[config.mk]
export PLATFORM = sky130hd
export DESIGN_NAME = pcfd_regs
export DESIGN_NICKNAME = d
export VERILOG_FILES = /design/src/pcfd_regs_note_end.sv /design/src/pcfd_pkg.sv /design/src/pcfd_regs.sv
export VERILOG_INCLUDE_DIRS = /design/src
export SDC_FILE = /design/constraint.sdc
export NUM_CORES = 1
export LEC_CHECK = 0
export BUFFER_PORTS_ARGS = -buffer_cell sky130_fd_sc_hd__buf_2
export CORE_UTILIZATION = 50
export DETAILED_ROUTE_END_ITERATION = 12
export PLACE_DENSITY = 0.78
export SYNTH_ARGS = -nofsm -noshare
export SYNTH_HDL_FRONTEND = slang
export SYNTH_SLANG_ARGS = --single-unit
[constraint.sdc]
create_clock -name ref_clk -period 4.4 [get_ports ref_clk]
set_clock_uncertainty 0.1 [all_clocks]
set_input_delay 0.66 -clock ref_clk [delete_from_list [all_inputs] [get_ports ref_clk]]
set_output_delay 0.66 -clock ref_clk [all_outputs]
set_load 0.1 [all_outputs]
[src/pcfd_defines.svh]
`ifndef PCFD_DEFINES_SVH
`define PCFD_DEFINES_SVH
// ****************************************
// Register map and pages
// ****************************************
`define PCFD_OFS_LEN 5'h14
`define PCFD_OFS_SD 5'h1E
`define PCFD_OFS_CFG 5'h1F
`define PCFD_PAGE_CFG 3'h0
`define PCFD_PAGE_TEST 3'h1
`define PCFD_PAGE_DIAG 3'h2
// ****************************************
// Field positions
// ****************************************
`define PCFD_B_ERR 15
`define PCFD_B_GOOD 14
`define PCFD_B_DASEL 8
`define PCFD_B_IRQ_HI 7
`define PCFD_B_IRQ_LO 6
`define PCFD_B_BCREJ 5
`define PCFD_B_DEP_HI 4
`define PCFD_B_DEP_LO 1
`define PCFD_B_WREN 0
`define PCFD_B_FAST 8
`define PCFD_MCAST_BIT 40
// ****************************************
// Reset values and masks
// ****************************************
`define PCFD_SD_RESET 16'h8000
`define PCFD_SD_WMASK 16'hF7FF
`define PCFD_LEN_RESET 8'hFF
`define PCFD_BCAST_PHY 5'h1F
// ****************************************
// Timing
// ****************************************
`define PCFD_CLK_KHZ 20000
`define PCFD_FAST_LOSS_NS 1000
`define PCFD_SLOW_LOSS_US 250
`define PCFD_FAST_CYC ((`PCFD_FAST_LOSS_NS * `PCFD_CLK_KHZ) / 1000000)
`define PCFD_SLOW_CYC ((`PCFD_SLOW_LOSS_US * `PCFD_CLK_KHZ) / 1000)
`define PCFD_DEP_UNIT 4
`define PCFD_LINE_LEN 60
`endif

[src/pcfd_regs_note_end.sv]
`timescale 1ns/1ps
`default_nettype none
`default_nettype wire

[src/pcfd_pkg.sv]
package pcfd_pkg;
    typedef struct packed {
        logic err;
        logic good;
        logic da_sel;
        logic [1:0] irq_ctl;
        logic bc_rej;
        logic [3:0] depth;
        logic wr_en;
        logic [15:0] sd_cfg;
        logic [7:0] cable;
        logic [15:0] rdata;
        logic [1:0] sd_sync;
        logic [1:0] strap_sync;
        logic strap_load;
        logic [12:0] loss_cnt;
        logic sig_ok;
        logic hit;
        logic trunc;
        logic [59:0][4:0] line;
        logic out_en;
        logic [3:0] out_d;
    } pcfd_state_t;
endpackage : pcfd_pkg

[src/pcfd_regs.sv]
`timescale 1ns/1ps
`default_nettype none
`include "pcfd_defines.svh"
// Operation
// - A control frame received with an error sets bit 15, held until the config register is read.
// - A control frame finished without error sets bit 14, cleared by a read of the config register.
// - Bits 13 to 9 of the config register ignore writes and read zero.
// - Bit 8 picks which of two fixed destination addresses marks a control frame.
// - The selected address with the multicast bit of its first octet set also matches.
// - The two-bit interrupt field routes frame interrupts: low bit on good frames, high bit on errors.
// - Broadcast PHY address 0x1F is accepted unless bit 5 asks for an exact own-address match.
// - The four-bit depth field sets how long every transmitted packet is delayed for detection.
// - With depth zero packets bypass the delay line and a control frame is cut after its destination address.
// - Bit 0 enables in-band register writes, resets from a strap and is writable afterwards.
// - Signal detect bit 8 picks a loss detection time of about 1 us instead of about 250 us.
// - In the signal detect register bit 15 resets to one, bit 11 reads zero, other bits reset zero.
// - The cable length estimate is read-only, eight bits, resetting to all ones for unknown.
module pcfd_regs
    import pcfd_pkg::*;
#(
    parameter logic [12:0] SLOW_CYC = 13'(`PCFD_SLOW_CYC),
    parameter logic [47:0] CF_ADDR_A = 48'h0A0B0C0D0E0E, // arbitrary value
    parameter logic [47:0] CF_ADDR_B = 48'h0A0B0C000000  // arbitrary value
) (
    // Clock and reset
    input wire logic ref_clk,
    input wire logic resetn,
    // Management register port
    input wire logic [2:0] page_sel,
    input wire logic [4:0] reg_addr,
    input wire logic reg_wr,
    input wire logic reg_rd,
    input wire logic [15:0] reg_wdata,
    output logic [15:0] reg_rdata,
    // Frame parser
    input wire logic dest_valid,
    input wire logic [47:0] dest_addr,
    input wire logic [4:0] frame_phy_addr,
    input wire logic [4:0] own_phy_addr,
    input wire logic frame_done_ok,
    input wire logic frame_done_err,
    output logic ctrl_frame_hit,
    output logic frame_write_enable,
    // Interrupt routing
    output logic frame_irq,
    output logic irq_replaces_rhf,
    // Transmit path
    input wire logic tx_en_in,
    input wire logic [3:0] tx_data_in,
    output logic tx_en_out,
    output logic [3:0] tx_data_out,
    // Signal detect and cable length
    input wire logic sig_detect_pin,
    output logic link_signal_ok,
    input wire logic length_meters_valid,
    input wire logic [7:0] length_meters_meas,
    // Strap
    input wire logic strap_frame_en_pin
);
    // ****************************************
    // Constants
    // ****************************************
    // Depth steps are whole groups of nibbles, so the line never needs a partial tap
    localparam logic [12:0] FAST_CYC = 13'(`PCFD_FAST_CYC);
    localparam logic [5:0] UNIT = 6'(`PCFD_DEP_UNIT);

    pcfd_state_t st_ff;
    pcfd_state_t nxt_st;

    // ****************************************
    // Register decode
    // ****************************************
    logic sel_cfg;
    logic sel_sd;
    logic sel_len;
    logic rd_cfg;
    logic wr_cfg;
    logic wr_sd;

    // ****************************************
    // Frame match
    // ****************************************
    logic [47:0] sel_addr;
    logic [47:0] sel_addr_mcast;
    logic da_ok;
    logic phy_bcast_ok;
    logic phy_ok;
    logic frame_match;

    // ****************************************
    // Delay line and loss timer
    // ****************************************
    logic depth_zero;
    logic [5:0] tap;
    logic [4:0] tap_word;
    logic [12:0] limit;
    logic loss_expired;

    // ****************************************
    // Read data
    // ****************************************
    logic [15:0] cfg_view;
    logic [15:0] rd_val;

    always_comb begin
        nxt_st = st_ff;

        // ****************************************
        // Register decode
        // ****************************************
        // Page and offset are both decoded, so an access on another page is ignored
        sel_cfg = (page_sel == `PCFD_PAGE_CFG) && (reg_addr == `PCFD_OFS_CFG);
        sel_sd = (page_sel == `PCFD_PAGE_TEST) && (reg_addr == `PCFD_OFS_SD);
        sel_len = (page_sel == `PCFD_PAGE_DIAG) && (reg_addr == `PCFD_OFS_LEN);
        rd_cfg = reg_rd && sel_cfg;
        wr_cfg = reg_wr && sel_cfg;
        wr_sd = reg_wr && sel_sd;

        // ****************************************
        // Destination and PHY address match
        // ****************************************
        sel_addr = st_ff.da_sel ? CF_ADDR_B : CF_ADDR_A;
        sel_addr_mcast = sel_addr | (48'h1 << `PCFD_MCAST_BIT);
        da_ok = (dest_addr == sel_addr) || (dest_addr == sel_addr_mcast);
        phy_bcast_ok = !st_ff.bc_rej && (frame_phy_addr == `PCFD_BCAST_PHY);
        phy_ok = (frame_phy_addr == own_phy_addr) || phy_bcast_ok;
        frame_match = dest_valid && da_ok && phy_ok;

        // ****************************************
        // Delay tap and loss limit
        // ****************************************
        depth_zero = (st_ff.depth == 4'h0);
        // Depth zero bypasses the line, so the tap is parked at a legal index
        tap = depth_zero ? 6'h00 : 6'(st_ff.depth * UNIT) - 6'h01;
        tap_word = st_ff.line[tap];
        limit = st_ff.sd_cfg[`PCFD_B_FAST] ? FAST_CYC : SLOW_CYC;
        loss_expired = (st_ff.loss_cnt >= limit - 13'h0001);

        // ****************************************
        // Read data
        // ****************************************
        // Reserved bits are built as zero and never come from storage
        cfg_view = 16'h0000;
        cfg_view[`PCFD_B_ERR] = st_ff.err;
        cfg_view[`PCFD_B_GOOD] = st_ff.good;
        cfg_view[`PCFD_B_DASEL] = st_ff.da_sel;
        cfg_view[`PCFD_B_IRQ_HI:`PCFD_B_IRQ_LO] = st_ff.irq_ctl;
        cfg_view[`PCFD_B_BCREJ] = st_ff.bc_rej;
        cfg_view[`PCFD_B_DEP_HI:`PCFD_B_DEP_LO] = st_ff.depth;
        cfg_view[`PCFD_B_WREN] = st_ff.wr_en;
        rd_val = 16'h0000;
        if (sel_cfg) begin
            rd_val = cfg_view;
        end else if (sel_sd) begin
            rd_val = st_ff.sd_cfg;
        end else if (sel_len) begin
            rd_val = {8'h00, st_ff.cable};
        end
        // Read data holds between reads, so a late look at the bus is safe
        if (reg_rd) begin
            nxt_st.rdata = rd_val;
        end

        // ****************************************
        // Register writes
        // ****************************************
        // Bits 15 to 9 of the config register are never stored
        if (wr_cfg) begin
            nxt_st.da_sel = reg_wdata[`PCFD_B_DASEL];
            nxt_st.irq_ctl = reg_wdata[`PCFD_B_IRQ_HI:`PCFD_B_IRQ_LO];
            nxt_st.bc_rej = reg_wdata[`PCFD_B_BCREJ];
            nxt_st.depth = reg_wdata[`PCFD_B_DEP_HI:`PCFD_B_DEP_LO];
            nxt_st.wr_en = reg_wdata[`PCFD_B_WREN];
        end
        if (wr_sd) begin
            nxt_st.sd_cfg = reg_wdata & `PCFD_SD_WMASK;
        end

        // ****************************************
        // Status flags
        // ****************************************
        // Clear on read, a new event in the same cycle wins so no frame is lost
        if (rd_cfg) begin
            nxt_st.err = 1'b0;
            nxt_st.good = 1'b0;
        end
        if (frame_done_err) begin
            nxt_st.err = 1'b1;
        end
        if (frame_done_ok) begin
            nxt_st.good = 1'b1;
        end

        // ****************************************
        // Control frame hit
        // ****************************************
        // One-cycle pulse, gated by wr_en, so no hit is flagged while writes are off
        if (frame_match) begin
            nxt_st.hit = st_ff.wr_en;
        end else begin
            nxt_st.hit = 1'b0;
        end

        // ****************************************
        // Truncation
        // ****************************************
        // Truncation holds until the frame ends
        if (!tx_en_in) begin
            nxt_st.trunc = 1'b0;
        end else if (frame_match && depth_zero) begin
            nxt_st.trunc = 1'b1;
        end

        // ****************************************
        // Transmit delay line
        // ****************************************
        // One register stage is always present, so depth zero still costs a cycle
        nxt_st.line = {st_ff.line[58:0], {tx_en_in, tx_data_in}};
        if (depth_zero) begin
            nxt_st.out_en = tx_en_in && !nxt_st.trunc;
            nxt_st.out_d = tx_data_in;
        end else begin
            nxt_st.out_en = tap_word[4];
            nxt_st.out_d = tap_word[3:0];
        end

        // ****************************************
        // Cable length
        // ****************************************
        // Cable length estimate, hardware updated only
        if (length_meters_valid) begin
            nxt_st.cable = length_meters_meas;
        end

        // ****************************************
        // Signal detect
        // ****************************************
        // Pins pass two flops; only the second one feeds the timer
        nxt_st.sd_sync = {st_ff.sd_sync[0], sig_detect_pin};
        nxt_st.strap_sync = {st_ff.strap_sync[0], strap_frame_en_pin};
        if (st_ff.sd_sync[1]) begin
            nxt_st.loss_cnt = 13'h0000;
            nxt_st.sig_ok = 1'b1;
        end else if (loss_expired) begin
            nxt_st.sig_ok = 1'b0;
        end else begin
            nxt_st.loss_cnt = st_ff.loss_cnt + 13'h0001;
        end

        // ****************************************
        // Strap
        // ****************************************
        // Strap captured on the first edge after reset release
        // A write in that same cycle loses to the strap
        nxt_st.strap_load = 1'b0;
        if (st_ff.strap_load) begin
            nxt_st.wr_en = st_ff.strap_sync[1];
        end

        // ****************************************
        // Reset
        // ****************************************
        // Synchronisers keep shifting in reset so the strap is settled at release
        if (!resetn) begin
            nxt_st = '0;
            nxt_st.sd_sync = {st_ff.sd_sync[0], sig_detect_pin};
            nxt_st.strap_sync = {st_ff.strap_sync[0], strap_frame_en_pin};
            nxt_st.strap_load = 1'b1;
            nxt_st.sd_cfg = `PCFD_SD_RESET;
            nxt_st.cable = `PCFD_LEN_RESET;
        end
    end

    // ****************************************
    // State register
    // ****************************************
    always_ff @(posedge ref_clk) begin
        st_ff <= nxt_st;
    end

    // ****************************************
    // Outputs
    // ****************************************
    assign reg_rdata = st_ff.rdata;
    assign ctrl_frame_hit = st_ff.hit;
    assign frame_write_enable = st_ff.wr_en;
    // ****************************************
    // Interrupt request
    // ****************************************
    // Level from the flags, so it drops on the edge that clears them
    assign frame_irq = (st_ff.irq_ctl[0] && st_ff.good) ||
        (st_ff.irq_ctl[1] && st_ff.err);
    assign irq_replaces_rhf = |st_ff.irq_ctl;
    // ****************************************
    // Transmit and link
    // ****************************************
    assign tx_en_out = st_ff.out_en;
    assign tx_data_out = st_ff.out_d;
    assign link_signal_ok = st_ff.sig_ok;
endmodule : pcfd_regs
`default_nettype wire

Word level (Yosys, flattened, before mapping)
Index checks and enable logic that the tools add are counted.
Widths: inputs -> output; s select.
Cells by class
  $add $sub $neg: 3
  order comparisons: 2
  equal/unequal tests: 9
  mux-type cells: 21
  bitwise gates (word level): 1
  reductions and logical operators: 27
Operator list (count)
  $mux 322: 1
  $eq 48x44->1: 2
  $mux 16: 2
  $bmux 5 s6: 1
  $mux 13: 2
  $eq 5x5->1 const B: 4
  $mux 20: 1
  $mux 14: 1
  $add 13x1->13 const B: 1
  $ge 13x13->1: 1
  $logic_and 1x1->1: 13
  $sub 13x1->13 const B: 1
  $mux 5: 2
  $mux 1: 8
  $mux 8: 1
  $reduce_bool 2->1: 4
  $lt 6x7->1 const B: 1
  $mux 6: 1
  $sub 6x1->6 const B: 1
  $eq 5x5->1: 1
  $logic_not 4->1: 1
  $reduce_or 2->1: 2
  $eq 3x1->1 const B: 1
  $eq 3x2->1 const B: 1
  other kinds (6): 9
Storage, ports and cells
  register bits after elaboration: 376

Logic depth before layout (Yosys ltp)
Gate-level depths: netlist of run 1.
  depth in word-level cells: 12
  gate-level depth with buffers: 11
  depth with buffers taken out: 7

Least setup slack after synthesis of run 1
OpenSTA, ideal clock, no wires.
  path kind: flip-flop to flip-flop
  start point: register st_ff (netlist bit cfg_view[1])
  end point: register st_ff (netlist bit tx_en_out)
  setup time: 0.079 ns
  data arrival time: 2.528 ns
  slack: 1.693 ns
  stages on the path, launching flop included: 10
  period minus slack after synthesis: 2.707 ns
  cell sequence: dfxtp_1 -> clkbuf_1 -> inv_1 -> clkbuf_1 -> ha_1 -> or3b_2 -> clkbuf_1 -> clkbuf_1 -> or3_1 -> o211ai_1
On the way
  longest elaborated chain between the ends: 7
  elaborated cells between the ends (all ways): 11
  those cells by class: 1 x add/sub; 6 x mux; 4 x reduce/logical
RTL lines
  start, declared: line pcfd_regs.sv:67  | pcfd_state_t st_ff;
  start signal, assigned: line pcfd_regs.sv:278  | st_ff <= nxt_st;
  branches (longest 6 deep; another with $sub 6x1->6)
  $mux 5 *: line pcfd_regs.sv:219  | if (depth_zero) begin
Mark *: on every way between the ends. The select of a mux whose other input is x is not followed.
A chain may end at the register's enable or synchronous reset.

Worst setup path after layout of run 1
  start point: register st_ff (netlist bit cfg_view[1])
  end point: register st_ff (netlist bit tx_data_out[3])
On the way
  longest elaborated chain between the ends: 5
  elaborated cells between the ends (all ways): 6
  those cells by class: 1 x add/sub; 4 x mux; 1 x reduce/logical
RTL lines
  $sub 6x1->6 or $logic_not 4->1 (tied branches): line pcfd_regs.sv:134, pcfd_regs.sv:132
  $mux 6: line pcfd_regs.sv:134  | tap = depth_zero ? 6'h00 : 6'(st_ff.depth * UNIT) - 6'h01;
  $bmux 5 s6: line pcfd_regs.sv:135  | tap_word = st_ff.line[tap];
  $mux 5 (not written as such): line pcfd_regs.sv:135
  $mux 5 *: line pcfd_regs.sv:219
Mark *: on every way between the ends. The rest lies on a longest branch, timed or not. The select of a mux whose other input is x is not followed.

==> metrics.md, run 1 <==
| Metric | Value |
|---|---|
| Status | complete, no violations |
| Reg2Reg Launch Point | cfg_view[1] |
| Die Ht | 159.7 um |
| RSZ-0062 raised after global routing | no |
| Register-to-Register Path Depth | 8 |
| Most common cell after layout, fill and taps aside | dfxtp_1 |
| Largest net degree at the start of global routing | between 150 and 200 |
| Max-slew headroom | 0.3908 |
| Max-slew violations | 0 |
| P_leak | 5.916 nW |
| CTS-repair resized insts | 0 |
| Total chip power | 0.006618 W |
| Die ar. | 25,490 um^2 |
| Syn_area_per_cell | between 10 and 15 um^2 |
| Clock sink count | ~380 |
| Setup bufs post-CTS | 0 |
| TritonCTS Buffers | 36 |
| Fmax | roughly 0.34 GHz |
| Die Wd | roughly 160 um |
| Fin nets | 1,364 |
| Clock latency on the worst-skew pair | 520 ps |
| Total grt overflow | 0 |
| CP endpoint kind | flop |
| Synthesis-stage register bit count | 375 |
| Placed insts | 1,536 |
| Final Hold Viols | 0 |
| WS Path Type | flop to flop |
| Initial DRC Count | 478 |
| First-pass GRT wire length | 38.96 mm |
| Clock-pin slew on the worst setup and hold paths | 70 ps |
| MaxCap Viol Count | 0 |
| Ports | 131 |
| Number of remaining DRC errors | 0 |
| Vias in the first global route | 7,968 |
| Layout area overhead | 14.84% |
| HPWL Detailed | 14.45 mm |
| Post-synth EDFFs | 0 |
| Port bufs | 127 |
| Number of distinct library cells after synthesis | 66 |
| Fraction of layout cells with a size suffix above 1 | 0.1625 |
| Synthesized cell area | between 10,000 and 15,000 um^2 |
| Startpoint Class | flop |
| Critical path startpoint | cfg_view[1] |
| RD Place Congestion | 0.8613 |
| H-tree depth | 2 |
| Worst setup path endpoint | tx_data_out[3] |
| Core Region | 24,320 um^2 |
| Overall Global Routing Usage | 0.1862 |
| Via count | 8,098 |
| Minimum clock period | 2924 ps |
| R2R setup slack | 1480 ps |
| FF-to-FF End | tx_data_out[3] |
| Ys async rst share | 0 |
| Worst-Margin Slew | 907.7 ps |
| Root buf cell | clkbuf_16 |
| Hold_buf cts | 0 |
| Fin crit share | 0.6646 |
| Worst EP arrival | approximately 3200 ps |
| Pwr dens | 463.7 nW/um^2 |
| Final Instance Count excl. Fillers | 1,599 |
| Vias per cell | 5.064 |
| Synth Net Count | 1,281 |
| Post-DR wirelength/cell | 14.69 um |
| Row cnt | 57 |
| Post-route antenna net violation count | 0 |
| Most used DFF post-synth | dfxtp_1 |
| CP required | roughly 4700 ps |
| TritonCTS clock tree | built |
| Hold crit path type | input pin to flop |
| TNS Setup | 0 ps |
| Register area share after synthesis | 0.6041 |
| Routed WL | 23.49 mm |
| Gate Count Post-Synth | 1,167 |
| Commonest cells after routing, fill and taps aside | dfxtp_1 (374), and2_1 (308), buf_2 (126) |
| Finish-stage setup viols | 0 |
| Initial antenna violation count | 1 |
| Worst ir drop on vdd | 0.3628 mV |
| Critical Path Fanout Max | 14 |
| 1st-pass router iterations | 5 |
| Initial Util | 0.5110 |
| Clk buf depth | 3 |
| Synth warn | 0 |
## worst min-delay path by stage
stage               slack [ps]                from  depth (start not counted)    endpoint
floorplan                  210          st_ff[322]                          0  st_ff[323]
global placement           220          st_ff[324]                          0  st_ff[325]
detailed placement         220          st_ff[322]                          0  st_ff[323]
CTS                        130  strap_frame_en_pin                          1  st_ff[322]
global route               130  strap_frame_en_pin                          1  st_ff[322]
finish                     140  strap_frame_en_pin                          1  st_ff[322]
## final cells by class
class                   instances  area, um^2
fillers                      2003       10050
flip-flops and latches        375        7508
multi-input cells             695        4471
clock buffers                  49        1041
repair buffers                133       699.4
well taps                     324       405.4
clock inverters                13       110.1
inverters                       9       33.78
diodes                          1       2.502
## registers in the layout, indices dropped and copies added, names as in the netlist
| signal | count |
|---|---|
| st_ff | 342 |
| cfg_view | 10 |
| tx_data_out | 4 |
| tx_en_out | 1 |
| frame_write_enable | 1 |
| reg_rdata | 15 |
| link_signal_ok | 1 |
| ctrl_frame_hit | 1 |
## layer usage
| metal | vias up | wire length [um] | part of all wire | GRT usage |
|---|---|---|---|---|
| met5 | - | 0 | 0 | 0 |
| met4 | 0 | 649 | 0.028 | 0.07736 |
| met3 | 44 | 1368 | 0.058 | 0.03377 |
| met2 | 232 | 10780 | 0.46 | 0.3096 |
| met1 | 3785 | 10690 | 0.45 | 0.2383 |
| li1 | 4037 | - | - | - |
## cells by family after synthesis
kind of cell | synth area share
simple gates | 0.2337
flops | 0.6041
compound gates | 0.08307
buf+inv | 0.03655
mux | 0.02900
fa+ha+maj | 0.009062
xor+xnor | 0.004229
other cells | 0.0003018
## synthesized netlist by cell type, types with 9 or more instances
cell,n,area [um^2]
ha_1,9,112.6
nor2_1,30,112.6
and2_1,308,1927
buf_4,20,150.1
dfxtp_1,375,7507
a21oi_1,50,250.2
mux2i_1,27,270.3
clkbuf_1,64,240.2
o21ai_0,22,110.1
o31ai_1,10,75.07
nand2b_1,9,56.30
nand2_1,54,202.7
a31oi_1,10,62.56
nand3_1,26,130.1
a211oi_1,14,105.1
## critical path, cell delays in order (launching register included)
cell and delay (ps):
dfxtp_2 320, inv_1 270, ha_1 390, nor2b_1 150, o21ai_1 730, buf_4 320, o311ai_0 180, a31oi_1 250
nor3_1 90
## metrics by stage
step	hold slack [ps]	util	worst slack [ps]	cell area (um^2)
CTS	129.2	0.5867	1463	14270
floorplan	209.6	-	1693	12430
finish	143.6	0.5868	1476	14270
detailed placement	217.5	0.5394	1487	13120
global placement	217.7	0.5394	1533	13120
global route	131.7	0.5868	1272	14270
## report_power, final
group,internal (W),switching (W)
combinational,0.0000672,0.000145
sequential,0.00342,0.0000133
clock,0.00172,0.00125
(Power assumes the default switching activity.)
==> inputs of run 2 (changes only) <==
Settings changed: ABC_AREA set to 1, PLACE_DENSITY 0.78 to 0.77.
Clock period 4.4 ns to 2.8 ns, I/O delays scaled along.
==> metrics.md, run 2 <==
| Metric | Value |
|---|---|
| Ports | 131 (unchanged) |
| WL met3 | 1.143 mm (-16%) |
| Synth cell count leaders | nand2_1 (506), inv_1 (392), dfxtp_1 (375) |
| Wl on met1 | 12.72 mm (+19%) |
| Most frequent cell after synthesis | nand2_1 |
| Die ar. | 28,100 um^2 (+10%) |
| Overall Global Routing Usage | 0.1940 (+0.007845) |
| Sequential share of power | 0.495 (-0.024) |
| TritonCTS Buffers | 37 (+2.8%) |
| Int Pwr | 0.008573 W (+65%) |
| Vias per cell | 4.636 (-8.5%) |
| FILL cells | 2,313 (+15%) |
| Fin crit share | 0.7945 (+0.1299) |
| Comb pwr share | 0.038 (+0.006) |
| Synth Net Count | 1,906 (+49%) |
| Final Instance Count excl. Fillers | 2,254 (+41%) |
| Port bufs | 127 (unchanged) |
| HPWL Detailed | 17.53 mm (+21%) |
| Vias in the first global route | 9,779 (+23%) |
| Initial antenna violation count | 2 (+1) |
| Switch Pwr | 0.002334 W (+66%) |
| Number of distinct library cells after synthesis | 43 (-35%) |
| Die Ht | 167.6 um (+5.0%) |
| Die Wd | 167.6 um (+5.0%) |
| Setup bufs post-CTS | 0 (unchanged) |
| Final Hold Viols | 0 (unchanged) |
| Worst EP arrival | 2540 ps (-670 ps) |
| Fmax | 0.4495 GHz (+31%) |
| MaxCap Viol Count | 0 (unchanged) |
| Post-DR wirelength/cell | 12.00 um (-18%) |
| Finish-stage setup viols | 0 (unchanged) |
| Ys async rst share | 0 (unchanged) |
| Synth warn | 0 (unchanged) |
| Switch share | 0.2140 (+0.001190) |
| Commonest cells after routing, fill and taps aside | nand2_1 (506), inv_1 (392), dfxtp_1 (375) |
| CP required | 3120 ps (-1570 ps) |
| First-pass GRT wire length | 45.42 mm (+17%) |
| Syn_area_per_cell | 7.655 um^2 (-28%) |
| WS Path Type | flop to flop |
| Routed WL | 27.06 mm (+15%) |
| Clk buf depth | 3 (unchanged) |
| Max reg flops | 342 (unchanged) |
| Total grt overflow | 0 (unchanged) |
| Fraction of layout cells with a size suffix above 1 | 0.1224 (-0.04003) |
| Met2 wire length | 12.48 mm (+16%) |
| Core Region | 26,950 um^2 (+11%) |
| Synthesis-stage register bit count | 375 (unchanged) |
| Initial Util | 0.5090 (-0.002024) |
| Yosys top cell by area | dfxtp_1 |
| Hold crit path type | input pin to flop |
| Worst ir drop on vdd | 0.4359 mV (+20%) |
| Row cnt | 60 (+5.3%) |
| Clock-pin slew on the worst setup and hold paths | 60 ps (about the same) |
| RSZ-0062 raised after global routing | no |
| Total chip power | 0.01091 W (+65%) |
| Gate Count Post-Synth | 1,792 (+54%) |
| TNS Setup | 0 ps (unchanged) |
| Pwr dens | 692.5 nW/um^2 (+49%) |
| Minimum clock period | 2224 ps (-699.6 ps) |
| Setup slack after placement | 652.2 ps (-835.1 ps) |
| Most used DFF post-synth | dfxtp_1 |
| Via count | 10,450 (+29%) |
| Register area share after synthesis | 0.5473 (-0.05681) |
| 1st-pass router iterations | 5 (unchanged) |
| Largest net degree at the start of global routing | 133 (-23%) |
| CP endpoint kind | flop |
| Fin nets | 1,997 (+46%) |
| P_leak | 8.908 nW (+51%) |
| H-tree depth | 2 (unchanged) |
| Area contributors post-synth | dfxtp_1 (55%), nand2_1 (14%), inv_1 (11%) |
| Share of the synthesized area in the top cell type | 0.5473 (-0.05681) |
| Placed insts | 2,183 (+42%) |
| Status | complete, no violations |
| Number of remaining DRC errors | 0 (unchanged) |
| RD Place Congestion | 0.9025 (+4.8%) |
| Power share of the clock group | 0.467 (+0.018) |
| Layout area overhead | 14.83% (about the same) |
| Critical Path Fanout Max | 22 (+8) |
| Startpoint Class | flop |
| Post-synth EDFFs | 0 (unchanged) |
| Most flop-heavy register | st_ff |
| Worst-Margin Slew | 593.9 ps (-313.8 ps) |
| Initial DRC Count | 734 (+54%) |
| Max-slew violations | 0 (unchanged) |
| Most common cell after layout, fill and taps aside | nand2_1 |
| Clock sink count | 375 (unchanged) |
| Post-route antenna net violation count | 0 (unchanged) |
| Synthesized cell area | 13,720 um^2 (+10%) |
| TritonCTS clock tree | built |
| Clock latency on the worst-skew pair | 520 ps (about the same) |
| Max Used Layer | met4 |
| PnR worst setup slack | 575.5 ps (-900.4 ps) |
| Max-slew headroom | 0.6008 (+0.2100) |
| Root buf cell | clkbuf_16 |
run 2: cell types whose count changed after synthesis, sizes merged, moves of 10 or more:
cell / before / now
and2: 308 / 1
clkbuf: 64 / 49
buf: 23 / 44
a31oi: 10 / 0
inv: 8 / 396
nand3: 26 / 99
o31ai: 10 / 0
mux2i: 27 / 0
nand4: 3 / 33
nand2: 54 / 511
a21oi: 50 / 69
nor2: 30 / 110
run 2: cell families after synthesis:
logic type      Yosys count  share of synthesized area
compound gates          127                    0.05573
xor+xnor                 12                   0.007662
fa+ha+maj                 9                   0.008210
buf+inv                 490                     0.1446
flops                   375                     0.5473
other cells               1                  0.0002734
simple gates            778                     0.2362
run 2: critical path: stages, from the launching register on:
cell and delay [ps]:
dfxtp_1 340, inv_1 90, ha_1 250, nand2_4 250, inv_2 200, nor2_4 380, nand2_1 90, nor2_1 120
nand2_1 60, nand3_1 80, nand2_1 50, nand2_1 60, nand2_1 50
run 2: worst paths after layout:
check / startpoint / endpoint / slack [ps] / depth (start not counted)
setup / recovery: cfg_view[2] / tx_en_out / 580 / 12
hold / removal: frame_done_err / cfg_view[15] / 20 / 3
setup reg to reg: cfg_view[2] / tx_en_out / 580 / 12
hold reg to reg: st_ff[324] / st_ff[325] / 220 / 0
run 2: routing by layer:
layer	global-route usage	vias to the layer above
met3	0.03356	58
met4	0.06901	0
met1	0.2555	4701
met5	0	-
li1	-	5487
met2	0.3201	203
run 2: area by class of cell:
class,count,area [um^2],share of cell area
flip-flops and latches,375,7507,0.4766
clock buffers,50,1077,0.06839
diodes,2,5.005,0.0003177
inverters,397,1490,0.09461
well taps,341,426.7,0.02709
repair buffers,145,822.0,0.05219
clock inverters,17,196.4,0.01247
multi-input cells,927,4227,0.2683
run 2: repair_timing:
| action | in CTS | in global routing |
|---|---|---|
| setup endpoints to repair | 0 | 0 |
| resized for setup | 0 | 0 |
| hold endpoints to repair | 2 | 0 |
| hold buffers | 2 | 0 |
run 2: per-stage QoR:
step,hold WS (ps),instance area [um^2],utilization
3_3_place_gp,215.6,14450,0.5363
3_5_place_dp,215.0,14450,0.5363
6_report,22.86,15750,0.5844
4_1_cts,11.45,15750,0.5843
5_1_grt,17.47,15750,0.5844
2_1_floorplan,209.6,13720,-
run 2: power by group through the flow:
stage                     Sequential [W]  Combinational (W)  Clock [W]
after floorplan                  0.00553           0.000264          0
after global placement           0.00551           0.000405          0
after detailed placement         0.00551           0.000414          0
after CTS                        0.00539           0.000418    0.00520
after global routing             0.00539           0.000457    0.00540
final                            0.00539           0.000419    0.00509
==> inputs of run 3 (changes only) <==
Clock period 2.8 ns to 2.05 ns, I/O delays scaled along.
==> metrics.md, run 3 (synthesis results as in run 2) <==
| Metric | Value |
|---|---|
| Worst EP arrival | 2250 ps (-290 ps) |
| Clock latency on the worst-skew pair | 520 ps (about the same) |
| Clock sink count | 375 (unchanged) |
| Minimum clock period | 1937 ps (-287.9 ps) |
| Placed cell areas | 14,580 um^2 (+0.85%) |
| Fraction of layout cells with a size suffix above 1 | 0.1298 (+0.007342) |
| Hold crit path type | input pin to flop |
| Die Ht | 167.6 um (unchanged) |
| Setup slack after placement | 63.99 ps (-588.2 ps) |
| H-tree depth | 2 (unchanged) |
| Commonest cells after routing, fill and taps aside | nand2_1 (506), inv_1 (392), dfxtp_1 (374) |
| Power share of the clock group | 0.458 (-0.009) |
| Port bufs | 127 (unchanged) |
| Ports | 131 (unchanged) |
| P_leak | 9.110 nW (+2.3%) |
| Layout area overhead | 18.03% |
| Finish-stage setup viols | 0 (unchanged) |
| TritonCTS clock tree | built |
| CP top delay family | simple AND/OR/NAND/NOR gates |
| Largest net degree at the start of global routing | 109 (-18%) |
| Critical-path top delay cell | ha_1 |
| HPWL Detailed | 18.20 mm (+3.8%) |
| Post-route antenna net violation count | 0 (unchanged) |
| Post-DR wirelength/cell | 12.20 um (+1.6%) |
| CP required | 2360 ps (-760 ps) |
| Root buf cell | clkbuf_16 |
| Switch share | 0.2168 (+0.002780) |
| Number of remaining DRC errors | 0 (unchanged) |
| Vias in the first global route | 10,280 (+5.2%) |
| Core Region | 26,950 um^2 (unchanged) |
| Die ar. | 28,100 um^2 (unchanged) |
| Register-to-Register Path Depth | 12 (unchanged) |
| Int Pwr | 0.01155 W (+35%) |
| Max reg flops | 342 (unchanged) |
| Routed WL | 28.04 mm (+3.6%) |
| Levels on crit path | 12 (unchanged) |
| Switch Pwr | 0.003198 W (+37%) |
| Worst setup path endpoint | tx_data_out[2] |
| Post-route cell area | 16,190 um^2 (+2.8%) |
| Overall Global Routing Usage | 0.2021 (+0.008150) |
| Max-slew violations | 0 (unchanged) |
| Comb pwr share | 0.043 (+0.005) |
| First-pass GRT wire length | 47.46 mm (+4.5%) |
| Total grt overflow | 0 (unchanged) |
| Worst-Margin Slew | 503.0 ps (-90.89 ps) |
| Die Wd | 167.6 um (unchanged) |
| Reg2Reg Launch Point | cfg_view[2] |
| Initial antenna violation count | 0 (-2) |
| Worst ir drop on vdd | 0.6626 mV (+52%) |
| Fin nets | 2,043 (+2.3%) |
| Startpoint Class | flop |
| PnR worst setup slack | 113.4 ps (-462.1 ps) |
| Pwr dens | 911.2 nW/um^2 (+32%) |
| Register Area | 7508 um^2 (about the same) |
| Most flop-heavy register | st_ff |
| Initial DRC Count | 651 (-11%) |
| Critical Path Fanout Max | 5 (-77%) |
| Clk buf depth | 3 (unchanged) |
| FF-to-FF End | tx_data_out[2] |
| Area of the multi-input gates | 4248 um^2 (+0.50%) |
| RD Place Congestion | 0.8928 (-1.1%) |
| Row cnt | 60 (unchanged) |
| TritonCTS Buffers | 38 (+2.7%) |
| Critical path's most frequent cell | nand2_1 |
| Cell Chain, Critical Path | inv_1, ha_1, clkinv_2, buf_4, a21oi_1, nand3_1, nand2_1, nand2_1, nand2_1, nand3_1, nand2_1, inv_1 |
| Fin crit share | 0.9447 (+0.1502) |
| Vias per cell | 4.671 (+0.75%) |
| WS Path Type | flop to flop |
| Sequential share of power | 0.500 (+0.005) |
| Status | complete, no violations |
| Most common cell after layout, fill and taps aside | nand2_1 |
| Clock-pin slew on the worst setup and hold paths | 60 ps (about the same) |
| ANT cells | 0 (-2) |
| Final Hold Viols | 0 (unchanged) |
| Fmax | 0.5164 GHz (+15%) |
| WP buf/inv | 4 (+2) |
| 1st-pass router iterations | 5 (unchanged) |
| Critical path startpoint | cfg_view[2] |
| FILL cells | 2,272 (-1.8%) |
| Initial Util | 0.5090 (unchanged) |
| Max-slew headroom | 0.6639 (+0.06307) |
| Via count | 10,730 (+2.7%) |
| R2R setup slack | 110 ps (-460 ps) |
| Worst stage delay on the critical path | 380 ps (about the same) |
| MaxCap Viol Count | 0 (unchanged) |
| CP endpoint kind | flop |
[run 3: cell count changes in the layout (fill, tap and decap cells not counted), moves of 2 or more]
cell,change
clkbuf_8,+4
diode_2,-2
dlygate4sd3_1,+29
bufinv_16,-3
buf_4,+13
buf_12,+2
[run 3: worst min path at each step]
stage	from	end	slack (ps)	cells past startpoint
global route	reg_wdata[8]	st_ff[358]	40	3
finish	reg_wr	st_ff[365]	30	3
CTS	reg_wr	st_ff[365]	10	3
floorplan	st_ff[322]	st_ff[323]	210	0
global placement	st_ff[322]	st_ff[323]	210	0
detailed placement	st_ff[324]	st_ff[325]	210	0
[run 3: power groups by stage]
stage / combinational (W) / sequential (W) / clock, W
global placement: 0.000564 / 0.00753 / 0
detailed placement: 0.000577 / 0.00753 / 0
CTS: 0.000627 / 0.00737 / 0.00690
global route: 0.000690 / 0.00737 / 0.00718
finish: 0.000632 / 0.00737 / 0.00675
floorplan: 0.000362 / 0.00755 / 0
[run 3: area by class of cell]
| cell class | instances | share of cell area |
|---|---|---|
| clock buffers | 55 | 0.07017 |
| repair buffers | 190 | 0.07805 |
| flip-flops and latches | 375 | 0.4638 |
| well taps | 341 | 0.02635 |
| inverters | 397 | 0.09212 |
| clock inverters | 13 | 0.007187 |
| multi-input cells | 927 | 0.2624 |
[run 3: worst reg2reg max path, delay by kind of cell (launching register included)]
family	cells	cell delay [ps]
adders and majority gates	1	380
AOI/OAI and AO/OA	1	120
DFF	1	330
buffers and inverters	4	460
and+or+nand+nor	6	460
[run 3: repair_timing]
item	4_1_cts	5_1_grt
hold endpoints to repair	38	0
buffers inserted	0	5
resized for setup	0	6
endpoints found under the setup margin	0	18
hold buffers	31	0
[run 3: metal layers]
layer | GRT usage | vias up | wire length [um]
met1 | 0.2607 | 4873 | 12950
met5 | 0 | - | 0
met4 | 0.06143 | 0 | 605
met2 | 0.3451 | 238 | 13230
met3 | 0.03474 | 53 | 1249
li1 | - | 5569 | -
[run 3: per-stage QoR]
stage	hold slack, ps	cells	power, W	TNS (ps)	util
final	30.57	2298	0.01475	0	0.6007
after detailed placement	212.1	2195	0.008107	0	0.5408
after global placement	214.4	2195	0.008094	0	0.5408
after floorplan	209.6	1792	0.007909	0	-
after CTS	14.96	2294	0.01489	0	0.5988
after global routing	43.39	2298	0.01524	-42.25	0.6007
